===== config.mk =====
export PLATFORM = sky130hd
export DESIGN_NAME = phc_host
export DESIGN_NICKNAME = d
export VERILOG_FILES = /design/src/logic/phc_pkg.sv /design/src/logic/phc_ecc_check.sv /design/src/logic/phc_host.sv
export SDC_FILE = /design/constraint.sdc
export NUM_CORES = 1
export LEC_CHECK = 0
export BUFFER_PORTS_ARGS = -buffer_cell sky130_fd_sc_hd__buf_2
export CAP_MARGIN = 20
export CORE_ASPECT_RATIO = 0.8
export CORE_MARGIN = 2
export CORE_UTILIZATION = 35
export DETAILED_ROUTE_END_ITERATION = 12
export GPL_TIMING_DRIVEN = 0
export PLACE_DENSITY = 0.54
export RECOVER_POWER = 100
export SETUP_SLACK_MARGIN = 0.3
export SLEW_MARGIN = 20
export SYNTH_ARGS = -nofsm -noshare
export SYNTH_HDL_FRONTEND = slang
export SYNTH_HIERARCHICAL = 1
export SYNTH_SLANG_ARGS = --single-unit

===== constraint.sdc =====
create_clock -name core_clk -period 4.67 [get_ports core_clk]
set_clock_uncertainty 0.1 [all_clocks]
set_input_delay 0.2335 -clock core_clk [delete_from_list [all_inputs] [get_ports core_clk]]
set_output_delay 0.2335 -clock core_clk [all_outputs]
set_load 0.02 [all_outputs]

===== src/logic/phc_pkg.sv =====
// Shared constants, types and functions of the header codec
package phc_pkg;

    // ******************************************
    // Widths and field positions
    // ******************************************
    localparam int PHC_BYTE_W = 8;
    localparam int PHC_DATA_W = 24;
    localparam int PHC_HDR_W = 32;
    localparam int PHC_FIELD_W = 16;
    localparam int PHC_CHAN_W = 2;
    localparam int PHC_FMT_W = 6;
    localparam int PHC_NUM_CHAN = 4;
    localparam int PHC_ID_LSB = 0;
    localparam int PHC_FIELD_LSB = 8;
    localparam int PHC_ECC_LSB = 24;
    localparam int PHC_FOOT_BYTES = 2;
    localparam int PHC_HDR_BYTES = 4;

    // ******************************************
    // Format code classes
    // ******************************************
    localparam logic [5:0] PHC_FMT_FRAME_START = 6'h00;
    localparam logic [5:0] PHC_FMT_FRAME_END = 6'h01;
    localparam logic [5:0] PHC_FMT_LINE_START = 6'h02;
    localparam logic [5:0] PHC_FMT_LINE_END = 6'h03;
    localparam logic [5:0] PHC_FMT_SYNC_MAX = 6'h07;
    localparam logic [5:0] PHC_FMT_SHORT_MAX = 6'h0f;
    localparam logic [5:0] PHC_FMT_LONG_MAX = 6'h37;

    typedef enum logic [2:0] {
        PHC_CLS_FRAME = 3'b000,
        PHC_CLS_LINE = 3'b001,
        PHC_CLS_SYNC_RSVD = 3'b010,
        PHC_CLS_GEN_SHORT = 3'b011,
        PHC_CLS_LONG = 3'b100,
        PHC_CLS_RESERVED = 3'b101
    } phc_class_t;

    typedef enum logic [1:0] {
        PHC_ECC_CLEAN = 2'b00,
        PHC_ECC_FIXED_DATA = 2'b01,
        PHC_ECC_FIXED_PARITY = 2'b10,
        PHC_ECC_FATAL = 2'b11
    } phc_ecc_t;

    // ******************************************
    // Syndrome pattern of each header data bit
    // ******************************************
    localparam logic [7:0] PHC_SYN [0:PHC_DATA_W-1] = '{
        8'h07, 8'h0b, 8'h0d, 8'h0e, 8'h13, 8'h15, 8'h16, 8'h19,
        8'h1a, 8'h1c, 8'h23, 8'h25, 8'h26, 8'h29, 8'h2a, 8'h2c,
        8'h31, 8'h32, 8'h34, 8'h38, 8'h1f, 8'h2f, 8'h37, 8'h3b
    };

    // Bits 7:6 stay zero: no 24-bit pattern uses them
    function automatic logic [7:0] phc_parity(input logic [PHC_DATA_W-1:0] d);
        logic [7:0] p;
        p = 8'h00;
        for (int i = 0; i < PHC_DATA_W; i++) begin
            if (d[i]) begin
                p = p ^ PHC_SYN[i];
            end
        end
        return p;
    endfunction

    function automatic phc_class_t phc_classify(input logic [PHC_FMT_W-1:0] f);
        phc_class_t c;
        if (f == PHC_FMT_FRAME_START || f == PHC_FMT_FRAME_END) begin
            c = PHC_CLS_FRAME;
        end else if (f == PHC_FMT_LINE_START || f == PHC_FMT_LINE_END) begin
            c = PHC_CLS_LINE;
        end else if (f <= PHC_FMT_SYNC_MAX) begin
            c = PHC_CLS_SYNC_RSVD;
        end else if (f <= PHC_FMT_SHORT_MAX) begin
            c = PHC_CLS_GEN_SHORT;
        end else if (f <= PHC_FMT_LONG_MAX) begin
            c = PHC_CLS_LONG;
        end else begin
            c = PHC_CLS_RESERVED;
        end
        return c;
    endfunction

    function automatic logic [PHC_NUM_CHAN-1:0] phc_route(input logic [PHC_CHAN_W-1:0] ch);
        logic [PHC_NUM_CHAN-1:0] r;
        r = '0;
        r[ch] = 1'b1;
        return r;
    endfunction

endpackage


===== src/logic/phc_ecc_check.sv =====
// Header syndrome decoder with single-bit correction
`timescale 1ns/1ps
`default_nettype none
module phc_ecc_check
    import phc_pkg::*;
(
    input wire logic [PHC_DATA_W-1:0] data_in,
    input wire logic [7:0] ecc_in,
    output logic [PHC_DATA_W-1:0] data_out,
    output logic [7:0] syndrome,
    output phc_ecc_t status
);

    logic hit;

    always_comb begin
        syndrome = phc_parity(data_in) ^ ecc_in;
        data_out = data_in;
        hit = 1'b0;
        for (int i = 0; i < PHC_DATA_W; i++) begin
            if (syndrome == PHC_SYN[i]) begin
                data_out[i] = ~data_in[i];
                hit = 1'b1;
            end
        end
        if (syndrome == 8'h00) begin
            status = PHC_ECC_CLEAN;
        end else if (hit) begin
            status = PHC_ECC_FIXED_DATA;
        end else if ($onehot(syndrome)) begin
            // Parity bit hit; data left as received
            status = PHC_ECC_FIXED_PARITY;
        end else begin
            status = PHC_ECC_FATAL;
        end
    end

endmodule
`default_nettype wire


===== src/logic/phc_host.sv =====
// Link-side controller: sends protected headers, receives and checks packets
//
// How it works
// - Bits go out and come in LSB first
// - Multi-byte fields travel low byte first
// - Codes 0x00-0x0F are short packets
// - Short packet: header only, field replaces count
// - Identifier: channel top two, format low six
// - Six format classes: frame, line, sync, short, long, reserved
// - Correction byte bits 7:6 sent zero
// - Code input: identifier, count low, count high
// - Fixed syndrome pattern per data bit
// - Parity bit XORs its covered data bits
// - Codes 0x10-0x37 are long packets
`timescale 1ns/1ps
`default_nettype none
module phc_host
    import phc_pkg::*;
#(
    parameter int NUM_CHAN = PHC_NUM_CHAN
)
(
    input wire logic core_clk,
    input wire logic srst,
    input wire logic ce,
    input wire logic cmd_valid,
    output logic cmd_ready,
    input wire logic [PHC_CHAN_W-1:0] cmd_channel,
    input wire logic [PHC_FMT_W-1:0] cmd_format,
    input wire logic [PHC_FIELD_W-1:0] cmd_field,
    output logic tx_lane_bit,
    output logic tx_lane_active,
    input wire logic rx_lane_bit,
    input wire logic rx_lane_active,
    output logic hdr_valid,
    output logic [PHC_CHAN_W-1:0] hdr_channel,
    output logic [PHC_FMT_W-1:0] hdr_format,
    output logic [PHC_FIELD_W-1:0] hdr_field,
    output phc_class_t hdr_class,
    output phc_ecc_t hdr_ecc_status,
    output logic [7:0] hdr_syndrome,
    output logic [NUM_CHAN-1:0] hdr_route,
    output logic payload_valid,
    output logic [PHC_BYTE_W-1:0] payload_byte,
    output logic [NUM_CHAN-1:0] payload_route,
    output logic footer_valid,
    output logic [PHC_FIELD_W-1:0] footer_word
);

    // ******************************************
    // Transmit path
    // ******************************************
    typedef enum logic {
        PHC_TX_IDLE = 1'b0,
        PHC_TX_SEND = 1'b1
    } phc_tx_state_t;

    localparam logic [4:0] TX_LAST_BIT = 5'(PHC_HDR_W - 1);

    phc_tx_state_t tx_state_q, tx_state_d;
    logic [PHC_HDR_W-1:0] tx_shift_q, tx_shift_d;
    logic [4:0] tx_cnt_q, tx_cnt_d;
    logic [PHC_DATA_W-1:0] tx_data;

    assign cmd_ready = (tx_state_q == PHC_TX_IDLE);
    assign tx_lane_bit = tx_shift_q[0];
    assign tx_lane_active = (tx_state_q == PHC_TX_SEND);

    always_comb begin
        tx_state_d = tx_state_q;
        tx_shift_d = tx_shift_q;
        tx_cnt_d = tx_cnt_q;
        // Field low byte first
        tx_data = {cmd_field, cmd_channel, cmd_format};
        case (tx_state_q)
            PHC_TX_IDLE: begin
                if (cmd_valid) begin
                    // Top two parity bits come out zero
                    tx_shift_d = {phc_parity(tx_data), tx_data};
                    tx_cnt_d = '0;
                    tx_state_d = PHC_TX_SEND;
                end
            end
            PHC_TX_SEND: begin
                tx_shift_d = {1'b0, tx_shift_q[PHC_HDR_W-1:1]};
                tx_cnt_d = tx_cnt_q + 5'd1;
                if (tx_cnt_q == TX_LAST_BIT) begin
                    // One idle cycle ends the burst
                    tx_state_d = PHC_TX_IDLE;
                end
            end
            default: begin
                tx_state_d = PHC_TX_IDLE;
            end
        endcase
    end

    always_ff @(posedge core_clk) begin
        if (srst) begin
            tx_state_q <= PHC_TX_IDLE;
            tx_shift_q <= '0;
            tx_cnt_q <= '0;
        end else if (ce) begin
            tx_state_q <= tx_state_d;
            tx_shift_q <= tx_shift_d;
            tx_cnt_q <= tx_cnt_d;
        end
    end

    // ******************************************
    // Receive path
    // ******************************************
    typedef enum logic [2:0] {
        PHC_RX_HUNT = 3'b000,
        PHC_RX_HDR = 3'b001,
        PHC_RX_PAY = 3'b010,
        PHC_RX_FOOT = 3'b011,
        PHC_RX_DRAIN = 3'b100
    } phc_rx_state_t;

    localparam logic [2:0] RX_LAST_BIT = 3'(PHC_BYTE_W - 1);
    localparam logic [1:0] RX_LAST_HDR = 2'(PHC_HDR_BYTES - 1);
    localparam logic [1:0] RX_LAST_FOOT = 2'(PHC_FOOT_BYTES - 1);

    phc_rx_state_t rx_state_q, rx_state_d;
    logic rx_prev_q, rx_prev_d;
    logic [2:0] rx_bit_q, rx_bit_d;
    logic [1:0] rx_byte_cnt_q, rx_byte_cnt_d;
    logic [PHC_BYTE_W-1:0] rx_sh_q, rx_sh_d;
    logic [PHC_HDR_W-1:0] rx_hdr_q, rx_hdr_d;
    logic [PHC_FIELD_W-1:0] rx_left_q, rx_left_d;
    logic [PHC_FIELD_W-1:0] foot_q, foot_d;
    logic [PHC_BYTE_W-1:0] rx_byte;
    logic [PHC_HDR_W-1:0] rx_word;
    logic rx_start, rx_take, rx_done;
    logic [PHC_DATA_W-1:0] fixed_data;
    logic [7:0] syn;
    phc_ecc_t ecc_st;
    phc_class_t cls;

    logic hdr_valid_d, payload_valid_d, footer_valid_d;
    logic [PHC_CHAN_W-1:0] hdr_channel_d;
    logic [PHC_FMT_W-1:0] hdr_format_d;
    logic [PHC_FIELD_W-1:0] hdr_field_d;
    phc_class_t hdr_class_d;
    phc_ecc_t hdr_ecc_d;
    logic [7:0] hdr_syn_d;
    logic [PHC_BYTE_W-1:0] payload_byte_d;
    logic [PHC_FIELD_W-1:0] footer_word_d;

    // Received against recomputed parity
    phc_ecc_check u_check (
        .data_in(rx_word[PHC_DATA_W-1:0]),
        .ecc_in(rx_word[PHC_HDR_W-1:PHC_ECC_LSB]),
        .data_out(fixed_data),
        .syndrome(syn),
        .status(ecc_st)
    );

    always_comb begin
        rx_start = rx_lane_active && !rx_prev_q;
        rx_take = (rx_state_q == PHC_RX_HUNT) ? rx_start : rx_lane_active;
        rx_byte = {rx_lane_bit, rx_sh_q[PHC_BYTE_W-1:1]};
        rx_done = rx_take && (rx_bit_q == RX_LAST_BIT);
        rx_word = {rx_byte, rx_hdr_q[PHC_HDR_W-1:PHC_BYTE_W]};
        cls = phc_classify(fixed_data[PHC_FMT_W-1:0]);

        rx_state_d = rx_state_q;
        rx_prev_d = rx_lane_active;
        rx_bit_d = rx_bit_q;
        rx_byte_cnt_d = rx_byte_cnt_q;
        rx_sh_d = rx_sh_q;
        rx_hdr_d = rx_hdr_q;
        rx_left_d = rx_left_q;
        foot_d = foot_q;
        hdr_valid_d = 1'b0;
        payload_valid_d = 1'b0;
        footer_valid_d = 1'b0;
        hdr_channel_d = hdr_channel;
        hdr_format_d = hdr_format;
        hdr_field_d = hdr_field;
        hdr_class_d = hdr_class;
        hdr_ecc_d = hdr_ecc_status;
        hdr_syn_d = hdr_syndrome;
        payload_byte_d = payload_byte;
        footer_word_d = footer_word;

        if (rx_take) begin
            rx_sh_d = rx_byte;
            rx_bit_d = rx_bit_q + 3'd1;
        end

        case (rx_state_q)
            PHC_RX_HUNT: begin
                rx_byte_cnt_d = '0;
                rx_bit_d = rx_start ? 3'd1 : 3'd0;
                if (rx_start) begin
                    rx_state_d = PHC_RX_HDR;
                end
            end
            PHC_RX_HDR: begin
                if (rx_done) begin
                    rx_hdr_d = rx_word;
                    rx_byte_cnt_d = rx_byte_cnt_q + 2'd1;
                    if (rx_byte_cnt_q == RX_LAST_HDR) begin
                        rx_byte_cnt_d = '0;
                        hdr_valid_d = 1'b1;
                        hdr_ecc_d = ecc_st;
                        hdr_syn_d = syn;
                        hdr_channel_d = fixed_data[PHC_FMT_W +: PHC_CHAN_W];
                        hdr_format_d = fixed_data[PHC_FMT_W-1:0];
                        // Word count, frame/line number or user data, delivered as is
                        hdr_field_d = fixed_data[PHC_DATA_W-1:PHC_FIELD_LSB];
                        hdr_class_d = cls;
                        rx_left_d = hdr_field_d;
                        if (ecc_st == PHC_ECC_FATAL) begin
                            // Header untrusted: ignore rest of burst
                            rx_state_d = PHC_RX_DRAIN;
                        end else if (cls != PHC_CLS_LONG) begin
                            rx_state_d = PHC_RX_DRAIN;
                        end else if (hdr_field_d == '0) begin
                            rx_state_d = PHC_RX_FOOT;
                        end else begin
                            rx_state_d = PHC_RX_PAY;
                        end
                    end
                end
            end
            PHC_RX_PAY: begin
                if (rx_done) begin
                    payload_valid_d = 1'b1;
                    payload_byte_d = rx_byte;
                    rx_left_d = rx_left_q - 16'd1;
                    if (rx_left_q == 16'd1) begin
                        rx_state_d = PHC_RX_FOOT;
                    end
                end
            end
            PHC_RX_FOOT: begin
                if (rx_done) begin
                    foot_d = {rx_byte, foot_q[PHC_FIELD_W-1:PHC_BYTE_W]};
                    rx_byte_cnt_d = rx_byte_cnt_q + 2'd1;
                    if (rx_byte_cnt_q == RX_LAST_FOOT) begin
                        footer_valid_d = 1'b1;
                        footer_word_d = foot_d;
                        rx_state_d = PHC_RX_DRAIN;
                    end
                end
            end
            PHC_RX_DRAIN: begin
                rx_bit_d = '0;
            end
            default: begin
                rx_state_d = PHC_RX_HUNT;
            end
        endcase

        // End of burst wins; nothing more is decoded
        if (!rx_lane_active && rx_state_q != PHC_RX_HUNT) begin
            rx_state_d = PHC_RX_HUNT;
            rx_bit_d = '0;
        end
    end

    always_ff @(posedge core_clk) begin
        if (srst) begin
            rx_state_q <= PHC_RX_HUNT;
            rx_prev_q <= 1'b0;
            rx_bit_q <= '0;
            rx_byte_cnt_q <= '0;
            rx_sh_q <= '0;
            rx_hdr_q <= '0;
            rx_left_q <= '0;
            foot_q <= '0;
            hdr_valid <= 1'b0;
            payload_valid <= 1'b0;
            footer_valid <= 1'b0;
            hdr_channel <= '0;
            hdr_format <= '0;
            hdr_field <= '0;
            hdr_class <= PHC_CLS_FRAME;
            hdr_ecc_status <= PHC_ECC_CLEAN;
            hdr_syndrome <= '0;
            payload_byte <= '0;
            footer_word <= '0;
        end else if (ce) begin
            rx_state_q <= rx_state_d;
            rx_prev_q <= rx_prev_d;
            rx_bit_q <= rx_bit_d;
            rx_byte_cnt_q <= rx_byte_cnt_d;
            rx_sh_q <= rx_sh_d;
            rx_hdr_q <= rx_hdr_d;
            rx_left_q <= rx_left_d;
            foot_q <= foot_d;
            hdr_valid <= hdr_valid_d;
            payload_valid <= payload_valid_d;
            footer_valid <= footer_valid_d;
            hdr_channel <= hdr_channel_d;
            hdr_format <= hdr_format_d;
            hdr_field <= hdr_field_d;
            hdr_class <= hdr_class_d;
            hdr_ecc_status <= hdr_ecc_d;
            hdr_syndrome <= hdr_syn_d;
            payload_byte <= payload_byte_d;
            footer_word <= footer_word_d;
        end
    end

    // ******************************************
    // Channel routing
    // ******************************************
    // Fixed streams; channel remap is left to the far end
    assign hdr_route = hdr_valid ? NUM_CHAN'(phc_route(hdr_channel)) : '0;
    assign payload_route = payload_valid ? NUM_CHAN'(phc_route(hdr_channel)) : '0;

endmodule
`default_nettype wire


After elaboration in Yosys (flattened, before gate mapping)
Cells that the tools add are included.
Widths: inputs -> output; s select.

operators by class
  $add $sub $neg = 11
  magnitude comparators = 5
  equality and inequality tests = 52
  multiplexer cells = 194
  bitwise operators = 72
  reductions and logical operators = 27

operator list
  operator               number
  $mux 8                 46
  $mux 6                 26
  $not 3->3              35
  $eq 8x6->1 const B     13
  $mux 5                 15
  $mux 1                 64
  $pmux 32 s2            1
  $eq 8x5->1 const B     7
  $mux 3                 18
  $mux 16                3
  $not 5->5              8
  $mux 32                1
  $mux 4                 8
  $pmux 16 s2            1
  $not 1->1              25
  $eq 8x4->1 const B     3
  $ne 3x3->1 const B     7
  $eq 16x1->1 const B    1
  $logic_not 16->1       1
  $sub 16x1->16 const B  1
  $pmux 3 s5             1
  $add 4x4->4            3
  $eq 6x2->1 const B     2
  $ne 2x2->1 const B     6
  41 further kinds       65

storage, ports and cells
  register bits = 183
  input bits = 30
  output and inout port bits = 75
  logic and storage cells = 383

Depth between registers and ports, before layout
Gate-level depths: netlist (run 1).

  word-level depth = 95
  gate-level depth with buffers = 19
  gate-level depth less buffers = 19

Modules after synthesis
The synthesis (run 1) kept the hierarchy.

modules (own cells, without submodules)
  module         times used  cells an instance  area each (um2)  sequential area each (um2)
  phc_host       1           903                7297.0           3283.1
  phc_ecc_check  1           182                1569.0           0.0

Worst setup path before layout (run 1)
No wires, ideal clock.

  path kind = reg-to-reg
  start point = reg rx_hdr_q[30]
  end point = reg rx_state_q[0]
  setup time = 0.117 ns
  data arrival time = 4.685 ns
  data required time = 4.453 ns
  slack = -0.232 ns
  stages on the path, launching flop included = 19
  buffers on the path = 0
  clock period less this slack = 4.902 ns
  path through = dfxtp_1 xnor3_1 xor2_2 xnor3_2 fa_1 fa_1 xor2_1 ha_1 ha_1 inv_1 fa_1 nor2b_1 a31oi_1 nor3_1 a31oi_1 a21oi_1 o211a_1 a21bo_2 a32o_1

between the ends
  word-level cells in the longest chain between the ends = 37
  elaborated cells on any way between the ends = 110
  those cells by class = add/sub (6); order compare (3); eq/ne (30); mux (63); bitwise (3); reduce/logical (5)

RTL lines
  element                     RTL line             source
  from (decl)                 phc_host.sv:130      logic [PHC_HDR_W-1:0] rx_hdr_q, rx_hdr_d;
  from (signal assigned)      phc_host.sv:292      rx_hdr_q <= rx_hdr_d;
  $mux 6 (*)                  phc_pkg.sv:61        if (d[i]) begin
  $not 5->5 (no source line)  n/a
  $mux 6 (*)                  phc_pkg.sv:61
  $xor 6x8->8 (*)             phc_ecc_check.sv:17  syndrome = phc_parity(data_in) ^ ecc_in;
  named net syn[1]            phc_host.sv:137      logic [7:0] syn;
  $eq 8x3->1                  phc_ecc_check.sv:21  if (syndrome == PHC_SYN[i]) begin
  $mux 1 (24 in a row)        phc_ecc_check.sv:21
  $mux 2                      phc_ecc_check.sv:28  end else if (hit) begin
  $mux 2 (*)                  phc_ecc_check.sv:26  if (syndrome == 8'h00) begin
  named net ecc_st[0]         phc_host.sv:138      phc_ecc_t ecc_st;
  $eq 2x2->1 (*)              phc_host.sv:216      if (ecc_st == PHC_ECC_FATAL) begin
  $mux 3 (*)                  phc_host.sv:216
  $mux 3 (*)                  phc_host.sv:205      if (rx_byte_cnt_q == RX_LAST_HDR) begin
  $mux 3 (*)                  phc_host.sv:202      if (rx_done) begin
  $pmux 3 s5 (*)              phc_host.sv:193      case (rx_state_q)
  $mux 3 (*)                  phc_host.sv:259      if (!rx_lane_active && rx_state_q != PHC_RX_HUNT) begin
  to (signal assigned)        phc_host.sv:287      rx_state_q <= rx_state_d;
  to (decl)                   phc_host.sv:125      phc_rx_state_t rx_state_q, rx_state_d;

Mark *: on every way through the listed nets, which the timed path passes. The rest lies on a longest branch. The select of a mux whose other input is x is not followed.
A chain may end at the register's enable or synchronous reset.

Worst setup path in the final report (run 1)
  start point = reg rx_hdr_q[28]
  end point = reg rx_state_q[0]

between the ends
  word-level cells in the longest chain between the ends = 41
  elaborated cells on any way between the ends = 114
  those cells by class = add/sub (6); order compare (3); eq/ne (30); mux (65); bitwise (5); reduce/logical (5)

RTL lines
  element                     RTL line
  $mux 5 (*)                  phc_pkg.sv:61
  $not 5->5 (no source line)  n/a
  $mux 6 (*)                  phc_pkg.sv:61
  $not 5->5 (no source line)  n/a
  $mux 6 (*)                  phc_pkg.sv:61
  $not 5->5 (no source line)  n/a
  $mux 6 (*)                  phc_pkg.sv:61
  $xor 6x8->8 (*)             phc_ecc_check.sv:17
  named net syn[1]            phc_host.sv:137
  (+26 left out)              n/a
  $mux 2 (*)                  phc_ecc_check.sv:26
  named net ecc_st[0]         phc_host.sv:138
  $eq 2x2->1 (*)              phc_host.sv:216
  $mux 3 (*)                  phc_host.sv:216
  $mux 3 (*)                  phc_host.sv:205
  $mux 3 (*)                  phc_host.sv:202
  $pmux 3 s5 (*)              phc_host.sv:193
  $mux 3 (*)                  phc_host.sv:259

Marked as above.

==> results.cfg, run 1 <==
[run_status]
violations = negative setup slack
status = complete, but fails checks

[global_routing]
grt_pass1_wl_mm = 42.2
grt_remaining_overflow = 0
grt_pass1_vias = 7404
grt_usage_pct = 20.3
grt_max_degree = 17
antenna_found_initial = 0

[drt]
drt-total-wl_mm = 27.1
via_per_inst = 5.19
dr_total_vias = 8046
drc = 0
post_drt_wl_per_cell_um = 17.5
antenna_left = 0
drtIter0Drc = 641
dr.pass1.iters = 5

[die]
num_rows = 52
dieArea_mm2 = 0.0266
core_area_mm2 = 0.0251
die_w_um = 182
die_h_um = 146
io_pins = 105
initial_core_util_pct = 35.3

[critical_path]
crit_path_end_kind = register
start_kind = register
slowest_stage = fa_1
cp_slowest_stage_delay_ns = 0.51
required_ns = 4.90
worstSetupPathType = register to register
critical_path.cell_chain = xnor2_2 > xnor3_2 > xnor3_2 > fa_1 > fa_1 > xor2_1 > ha_1 > ha_2 > inv_2 > fa_2 > nor2b_4 > a31oi_2 > nor3_2 > a31oi_2 > a21oi_2 > o211a_4 > a21bo_2 > a32o_1
cp_top_family = adder cells
crit_path_start = rx_hdr_q[28]$_SDFFE_PP0P_
crit_arrival_ns = 5.20
cp_max_fo = 5
worstReg2RegStart = rx_hdr_q[28]$_SDFFE_PP0P_
path_buf_inv = 1

[cts]
cts_tree = built
clock-sinks = 164
htreeDepth = 4
clk_pin_slew_ns = 0.07
cts_max_path_buffers = 2
worstSkewPairLatency_ns = 0.44
cts_inserted_buffers = 17
root_buffer = clkbuf_16

[sta]
hold_violations = 0
grt_setup_unrepaired = yes
fin_crit_ns = 4.97
slew_violations = 0
period_share_pct = 106
maxSlewHeadroom_pct = 27.9
max_slew.worst_pin.slew_ns = 1.08
setup_viol = 3
setup_slack_ns = -0.299
max_freq_ghz = 0.201

[power]
power.density_mw_per_mm2 = 296
ir_drop_mv = 0.255
power_leakage_nw = 3.70

[synth]
synthCells = 1085
yosys.area.top_type = dfxtp_1
synth_seq_cells = 164
synth_commonest_cells = nand2_1, dfxtp_1, a21oi_1
yosys.cell_count.top_type = nand2_1
synthTopCellsByArea = dfxtp_1, nand2_1, a21oi_1
syn_nets = 1131
synthFlopType = dfxtp_1
ys_async_sr_fraction_pct = 0
avgSynthCellArea_um2 = 8.17
synth_top_area_share_pct = 37.0
synth.cell_area_mm2 = 0.00887
synth_edf_count = 0
synth_cell_types = 73
seq_area_frac_synth_pct = 37.0
synth_warnings = 6

[layout]
diodes = 0
synthToLayoutAreaGrowth_pct = 17.5
layout-drive-gt1-share_pct = 10.8
design_area_mm2 = 0.0104
finalNetCount = 1260
fin_util_pct = 41.5
finalNonFillerCells = 1551
final.fill_count = 2660

[place]
placed_area_mm2 = 0.00980
dpl_worst_slack_ns = -0.739
place_congestion = 0.885
dp.cells = 1512
place_hpwl_mm = 19.9
portBuffers = 103

[run]
drv_cap = 0

[worst_hold_path]
hp-class = input pin to register
hp-start = cmd_format[5]
-- through the flow --
step                total power, mW  TNS, ns  hold slack, ns
floorplan                      1.68  -0.0619           0.270
global placement               1.77    -2.30           0.341
detailed placement             1.77    -2.22           0.345
CTS                            3.11   -0.950          0.0404
global route                   3.21    -1.25          0.0722
finish                         3.09   -0.790          0.0506
-- cells in the final DEF, fill, tap and decap left out, types with 5 or more instances in the layout --
cell type    n
a211oi_1    32
a21o_1       5
a21oi_1    119
a31oi_1     10
and2_1       5
and3_1       6
buf_2       37
buf_4       12
clkbuf_1   129
clkbuf_16   17
dfxtp_1    153
dfxtp_2      5
dfxtp_4      6
ha_1        12
inv_1       14
inv_6        6
mux2i_1     35
nand2_1    210
nand2b_1     5
nand3_1     26
nor2_1      87
nor2b_1      5
nor3_1      42
nor4_1       6
o21ai_0     23
o22ai_1      5
or3_1        5
xnor2_1     53
xnor2_2      6
xnor3_1      9
xor2_1      45
-- tightest hold or removal path: cells and delay by family --
family / cells / cell delay (ns)
buffers and inverters: 1 / 0.12
multiplexers: 1 / 0.12
AO/OA/AOI/OAI: 1 / 0.08
-- cell type report --
cell class	instances	area (um^2)	area share, %
Sequential cell	164	3310	31.8
Timing Repair Buffer	110	470	4.52
Tap cell	324	405	3.89
Multi-Input combinational cell	835	5330	51.1
Inverter	17	63.8	0.612
Clock buffer	19	433	4.16
Buffer	69	294	2.82
Clock inverter	13	115	1.10
-- state kept, by name, indices dropped and copies added (netlist names), 5 cells and up --
register	count
footer_word	16
hdr_format	6
hdr_field	16
rx_left_q	16
rx_sh_q	7
rx_hdr_q	24
foot_q	8
payload_byte	8
tx_cnt_q	5
tx_shift_q	30
hdr_syndrome	8
-- path summary, 6_finish.rpt --
check / end / slack, ns / cells past startpoint
setup / recovery: rx_state_q[0]$_SDFFE_PP0P_ / -0.30 / 18
hold / removal: tx_shift_q[5]$_SDFFE_PP0P_ / 0.05 / 3
setup reg to reg: rx_state_q[0]$_SDFFE_PP0P_ / -0.30 / 18
hold reg to reg: footer_word[3]$_SDFFE_PP0P_ / 0.35 / 2
-- cells by family (layout without fill, tap and decap cells) --
kind of cell	after synthesis	count (layout)	synth area share (%)
AND/OR/NAND/NOR	428	428	21.4
AO/OA/AOI/OAI	234	234	16.3
flip-flops	164	164	37.0
XOR/XNOR	122	122	14.7
buffers and inverters	86	228	4.08
multiplexers	35	35	3.95
adder cells (fa/ha/maj)	16	16	2.51
-- layer usage --
metal	vias up	global-route usage [%]	part of all wire (%)
met5	-	0	0
met4	0	4.84	1.2
met3	23	3.84	5.2
li1	3990	-	-
met1	3815	32.0	53
met2	218	28.0	41
-- report_power, final --
group          internal, mW  switching [mW]  leakage, nW
clock network         0.701           0.644        0.266
logic                 0.123           0.177         2.10
registers              1.42          0.0180         1.33
-- timing repair --
| item | in CTS | in global routing |
|---|---|---|
| setup endpoints to repair | 4 | 4 |
| gates cloned | 0 | 0 |
| pin swaps | 10 | 11 |
| setup buffers | 5 | 2 |
| hold buffers | 0 | 0 |
| gates resized for setup | 19 | 15 |
| hold endpoints to repair | 0 | 0 |
Note: power is estimated with default switching activity, not from simulation.
==> inputs of run 2 (changes only) <==
--- a/config.mk
+++ b/config.mk
@@ -11,12 +11,10 @@
 export CORE_MARGIN = 2
 export CORE_UTILIZATION = 35
 export DETAILED_ROUTE_END_ITERATION = 12
-export GPL_TIMING_DRIVEN = 0
 export PLACE_DENSITY = 0.54
 export RECOVER_POWER = 100
 export SETUP_SLACK_MARGIN = 0.3
 export SLEW_MARGIN = 20
 export SYNTH_ARGS = -nofsm -noshare
 export SYNTH_HDL_FRONTEND = slang
-export SYNTH_HIERARCHICAL = 1
 export SYNTH_SLANG_ARGS = --single-unit
==> run 2 against run 1 <==
Compared with the run above: clock-buffer cell count decreased by 2; critical endpoint unchanged; clock power up 11%; largest cell class unchanged; cell area rose by 0.58%; global-route usage shrank 1.4 points; die area decreased by 0.90%; non-clock buffer count down 18; the run ends with max-capacitance violations, max-slew violations left; critical path depth rose by 2; synthesized cell count decreased by 2.2%; worst setup slack gained 0.52 ns; highest routed layer unchanged.
==> results.cfg, run 2 <==
[synth]
synth_seq_cells = 164
synth_top_area_share_pct = 37.4
syn_nets = 1119
synth.cell_area_mm2 = 0.00878
ys_async_sr_fraction_pct = 0
synth_edf_count = 0
synthFlopType = dfxtp_1
synth_cell_types = 64
synthTopCellsByArea = dfxtp_1, xnor2_1, nand2_1
synthCells = 1061
synth_warnings = 0
yosys.area.top_type = dfxtp_1
avgSynthCellArea_um2 = 8.28
seq_area_frac_synth_pct = 37.4
yosys.cell_count.top_type = dfxtp_1
synth_commonest_cells = dfxtp_1, nand2_1, nor2_1

[layout]
finalNonFillerCells = 1481
synthToLayoutAreaGrowth_pct = 19.3
largest-register = tx_shift_q
final.fill_count = 2487
layout_common_cells = dfxtp_1, nand2_1, nor2_1
largest_register_ffs = 30
layout-drive-gt1-share_pct = 15.6
finalNetCount = 1207
multi_input_area_mm2 = 0.00521
regArea_mm2 = 0.00332
final_common_cell = dfxtp_1
reg_top3 = tx_shift_q x30, rx_hdr_q x24

[die]
core_area_mm2 = 0.0245
die_w_um = 181
num_rows = 51
io_pins = 105
die_h_um = 146
initial_core_util_pct = 35.9
dieArea_mm2 = 0.0264

[sta]
hold_violations = 0
setup_tns_ns = 0
grt_setup_unrepaired = yes
max_slew.worst_pin.slew_ns = 3.75
slew_violations = 117
fin_crit_ns = 4.45
setup_slack_ns = 0.217
max_freq_ghz = 0.225
setup_viol = 0
period_share_pct = 95.4
maxSlewHeadroom_pct = -150

[global_routing]
grt_max_degree = 78
antenna_found_initial = 1
grt_pass1_vias = 7034
grt_remaining_overflow = 0
grt_pass1_wl_mm = 39.7
grt_usage_pct = 18.9

[power]
power.density_mw_per_mm2 = 310
clkPwrFrac_pct = 46.2
ir_drop_mv = 0.252
power_leakage_nw = 3.85
seqPwrFrac_pct = 44.3
power.share.combinational_pct = 9.5
p_int_mw = 2.41
sw_frac_of_total_pct = 25.6
p_switching_uw = 832

[run]
drv_cap = 2

[cts]
cts_inserted_buffers = 17
htreeDepth = 4
clock-sinks = 164
worstSkewPairLatency_ns = 0.43
clk_pin_slew_ns = 0.07
cts_max_path_buffers = 2
root_buffer = clkbuf_16
cts_tree = built

[drt]
drt-total-wl_mm = 24.7
via_per_inst = 5.11
dr.pass1.iters = 5
dr_total_vias = 7568
drc = 0
antenna_left = 0
post_drt_wl_per_cell_um = 16.7
drtIter0Drc = 630

[critical_path]
required_ns = 4.95
start_kind = register
crit_path_end_kind = register
crit_arrival_ns = 4.74
worstSetupPathType = register to register
cp_max_fo = 4

[place]
dp.cells = 1432
place_congestion = 0.856
dpl_worst_slack_ns = 0.0327
portBuffers = 104
place_hpwl_mm = 17.2

[run_status]
violations = max-capacitance violations, max-slew violations
status = complete, but fails checks

[worst_hold_path]
hp-class = input pin to register
==> run 2: final cells by class <==
| class | instances | share of cell area [%] |
|---|---|---|
| timing repair buffer | 161 | 8.00 |
| inverter | 24 | 0.884 |
| multi-input combinational | 781 | 49.7 |
| clock buffer | 17 | 4.06 |
| antenna | 1 | 0.0239 |
| clock inverter | 15 | 1.87 |
| tap | 318 | 3.80 |
| sequential | 164 | 31.7 |
==> run 2: worst paths after layout <==
| check | start | end | slack (ns) | depth (start not counted) |
|---|---|---|---|---|
| setup / recovery | rx_hdr_q[26]$_SDFFE_PP0P_ | rx_state_q[0]$_SDFFE_PP0P_ | 0.22 | 20 |
| hold / removal | rx_lane_bit | rx_hdr_q[31]$_SDFFE_PP0P_ | 0.02 | 3 |
| setup reg to reg | rx_hdr_q[26]$_SDFFE_PP0P_ | rx_state_q[0]$_SDFFE_PP0P_ | 0.22 | 20 |
| hold reg to reg | foot_q[11]$_SDFFE_PP0P_ | footer_word[3]$_SDFFE_PP0P_ | 0.34 | 2 |
==> run 2: power by group through the flow <==
stage	Clock [mW]	Sequential (mW)	Combinational [mW]
finish	1.50	1.44	0.308
global route	1.60	1.44	0.340
CTS	1.54	1.44	0.309
detailed placement	0	1.47	0.305
global placement	0	1.47	0.305
floorplan	0	1.47	0.231
==> run 2: cell families after synthesis <==
family / Yosys count / synth area share (%)
fa+ha+maj: 28 / 4.33
compound gates: 218 / 15.6
xor+xnor: 124 / 13.4
flops: 164 / 37.4
simple gates: 373 / 19.2
buf+inv: 116 / 5.80
mux: 38 / 4.33
==> run 2: per-layer routing <==
layer	up-vias	routed length, um	track usage [%]
met4	0	252	4.96
met2	188	10100	25.4
met1	3573	13000	29.6
met3	16	1420	4.15
met5	-	0	0
li1	3791	-	-
==> run 2: repair_timing <==
item / 4_1_cts / 5_1_grt
hold buffers: 1 / 0
setup endpoints to repair: 4 / 4
pin swaps: 20 / 13
endpoints found under the hold margin: 1 / 0
buffers inserted: 13 / 2
gates resized for setup: 40 / 13
==> run 2: worst max-delay path: stages, from the launching register on <==
cell and delay (ns):
dfxtp_4 0.37, xnor2_2 0.14, xnor2_1 0.22, xnor2_1 0.15, buf_4 0.17, xnor2_2 0.12, xnor2_1 0.13, buf_4 0.15
buf_4 0.11, inv_2 0.05, ha_4 0.24, fa_2 0.38, inv_2 0.07, fa_1 0.39, ha_2 0.20, fa_1 0.43
or4b_4 0.50, nand2_2 0.07, o21ai_2 0.07, o31ai_1 0.21, a22o_1 0.15
==> run 2: metrics by stage <==
stage	power [mW]	util [%]	area (um^2)	hold WS, ns
4_1_cts	3.29	42.9	10500	0.00363
5_1_grt	3.39	42.8	10500	0.0120
2_1_floorplan	1.70	-	8830	0.269
3_3_place_gp	1.78	39.3	9620	0.340
6_report	3.25	42.8	10500	0.0231
3_5_place_dp	1.78	39.3	9620	0.347
==> inputs of run 3 (changes only) <==
--- a/config.mk
+++ b/config.mk
@@ -13,7 +13,6 @@
 export DETAILED_ROUTE_END_ITERATION = 12
 export PLACE_DENSITY = 0.54
 export RECOVER_POWER = 100
-export SETUP_SLACK_MARGIN = 0.3
 export SLEW_MARGIN = 20
 export SYNTH_ARGS = -nofsm -noshare
 export SYNTH_HDL_FRONTEND = slang
==> run 3 against run 2 <==
Compared with the run above: the run still ends with max-capacitance violations, max-slew violations left; flip-flop and latch count stayed put; non-clock buffer count is 20 higher; global-route usage rose by 0.23 points; cell area up 0.13%; critical path type unchanged; largest power group unchanged.
==> results.cfg, run 3 (synthesis gave the netlist of run 2 again) <==
[run_status]
status = complete, but fails checks
violations = max-capacitance violations, max-slew violations

[layout]
final_common_cell = dfxtp_1
synthToLayoutAreaGrowth_pct = 19.4
finalNetCount = 1227
final.fill_count = 2570
diodes = 0
layout-drive-gt1-share_pct = 14.5
reg_top3 = tx_shift_q x30, rx_hdr_q x24
finalNonFillerCells = 1500
layout_common_cells = dfxtp_1, nand2_1, nor2_1
largest_register_ffs = 30
largest-register = tx_shift_q

[critical_path]
required_ns = 4.95
cp_max_fo = 3
crit_arrival_ns = 4.80
worstSetupPathType = register to register
crit_path_end_kind = register
start_kind = register

[place]
dpl_worst_slack_ns = -0.184
place_hpwl_mm = 17.7
place_congestion = 0.847
portBuffers = 104
dp.cells = 1457

[run]
drv_cap = 6

[die]
dieArea_mm2 = 0.0264
io_pins = 105
die_w_um = 181
die_h_um = 146
num_rows = 51
initial_core_util_pct = 35.9
core_area_mm2 = 0.0245

[drt]
antenna_left = 0
wl_met3_mm = 1.29
wl_met2_mm = 10.2
drc = 0
dr.pass1.iters = 4
dr_total_vias = 7530
drt-total-wl_mm = 24.9
post_drt_wl_per_cell_um = 16.6
via_per_inst = 5.02
m1WireLength_mm = 13.3
top_layer_used = met4
drtIter0Drc = 714

[sta]
maxSlewHeadroom_pct = -52.7
period_share_pct = 96.9
whs_ns = 0.0523
max_freq_ghz = 0.221
fin_crit_ns = 4.53
slew_violations = 293
setup_viol = 0
setup_slack_ns = 0.144
hold_violations = 0
max_slew.worst_pin.slew_ns = 2.29
grt_setup_unrepaired = yes

[cts]
cts_tree = built
htreeDepth = 4
cts_max_path_buffers = 2
worstSkewPairLatency_ns = 0.44
cts_inserted_buffers = 17
root_buffer = clkbuf_16
clk_pin_slew_ns = 0.07
clock-sinks = 164

[global_routing]
antenna_found_initial = 0
grt_pass1_wl_mm = 39.8
grt_max_degree = 71
grt_pass1_vias = 7040
grt_remaining_overflow = 0
grt_usage_pct = 19.1

[power]
ir_drop_mv = 0.232
power.density_mw_per_mm2 = 315
power_leakage_nw = 3.92

[worst_hold_path]
hp-class = input pin to register
==> run 3: final cells by class <==
class                      count  area (um^2)  area share, %
clock buffer                  17          425           4.05
clock inverter                15          215           2.05
inverter                      24         90.1          0.859
multi-input combinational    781         5070           48.4
sequential                   164         3300           31.4
tap                          318          398           3.79
timing repair buffer         181          991           9.44
==> run 3: stage by stage <==
step | cell area [um^2] | power [mW] | util (%) | TNS (ns)
detailed placement | 9790 | 1.78 | 40.0 | -0.359
floorplan | 8790 | 1.70 | - | 0
global placement | 9790 | 1.78 | 40.0 | -0.0514
global route | 10500 | 3.43 | 42.8 | -0.0323
finish | 10500 | 3.31 | 42.8 | 0
CTS | 10500 | 3.35 | 43.0 | 0
==> run 3: layer usage <==
layer / GRT usage, % / up-vias
met1: 29.7 / 3521
met4: 4.72 / 0
met5: 0 / -
met3: 4.70 / 15
li1: - / 3831
met2: 25.8 / 163
==> run 3: where the power goes <==
group | total (mW) | switching [mW] | leakage (nW) | internal, mW
sequential | 1.45 | 0.0264 | 1.33 | 1.43
combinational | 0.299 | 0.164 | 2.28 | 0.135
clock | 1.56 | 0.647 | 0.304 | 0.910
==> run 3: final timing paths <==
kind | startpoint | endpoint | cells past startpoint | slack, ns
setup reg to reg | rx_hdr_q[17]$_SDFFE_PP0P_ | rx_state_q[0]$_SDFFE_PP0P_ | 18 | 0.14
hold reg to reg | rx_left_q[15]$_SDFFE_PP0P_ | rx_left_q[15]$_SDFFE_PP0P_ | 2 | 0.35
hold / removal | cmd_field[9] | tx_shift_q[17]$_SDFFE_PP0P_ | 3 | 0.05
setup / recovery | rx_hdr_q[17]$_SDFFE_PP0P_ | rx_state_q[0]$_SDFFE_PP0P_ | 18 | 0.14
==> run 3: worst max-delay path, cell delays in order, from the launching register on <==
cell     delay, ns
dfxtp_1       0.34
buf_4         0.16
xnor2_2       0.15
xnor2_2       0.16
xnor2_2       0.14
xnor2_1       0.25
xnor2_2       0.18
ha_1          0.22
inv_1         0.07
fa_1          0.48
inv_1         0.06
fa_1          0.54
ha_2          0.17
fa_1          0.41
or4b_4        0.51
nand2_2       0.08
o21ai_2       0.09
o31ai_1       0.22
a22o_1        0.15
==> run 3: repair_timing <==
action	in CTS	in global routing
pin swaps	4	7
endpoints found under the hold margin	5	0
endpoints found under the setup margin	3	3
setup buffers	7	1
resized for setup	6	19
hold buffers	3	0
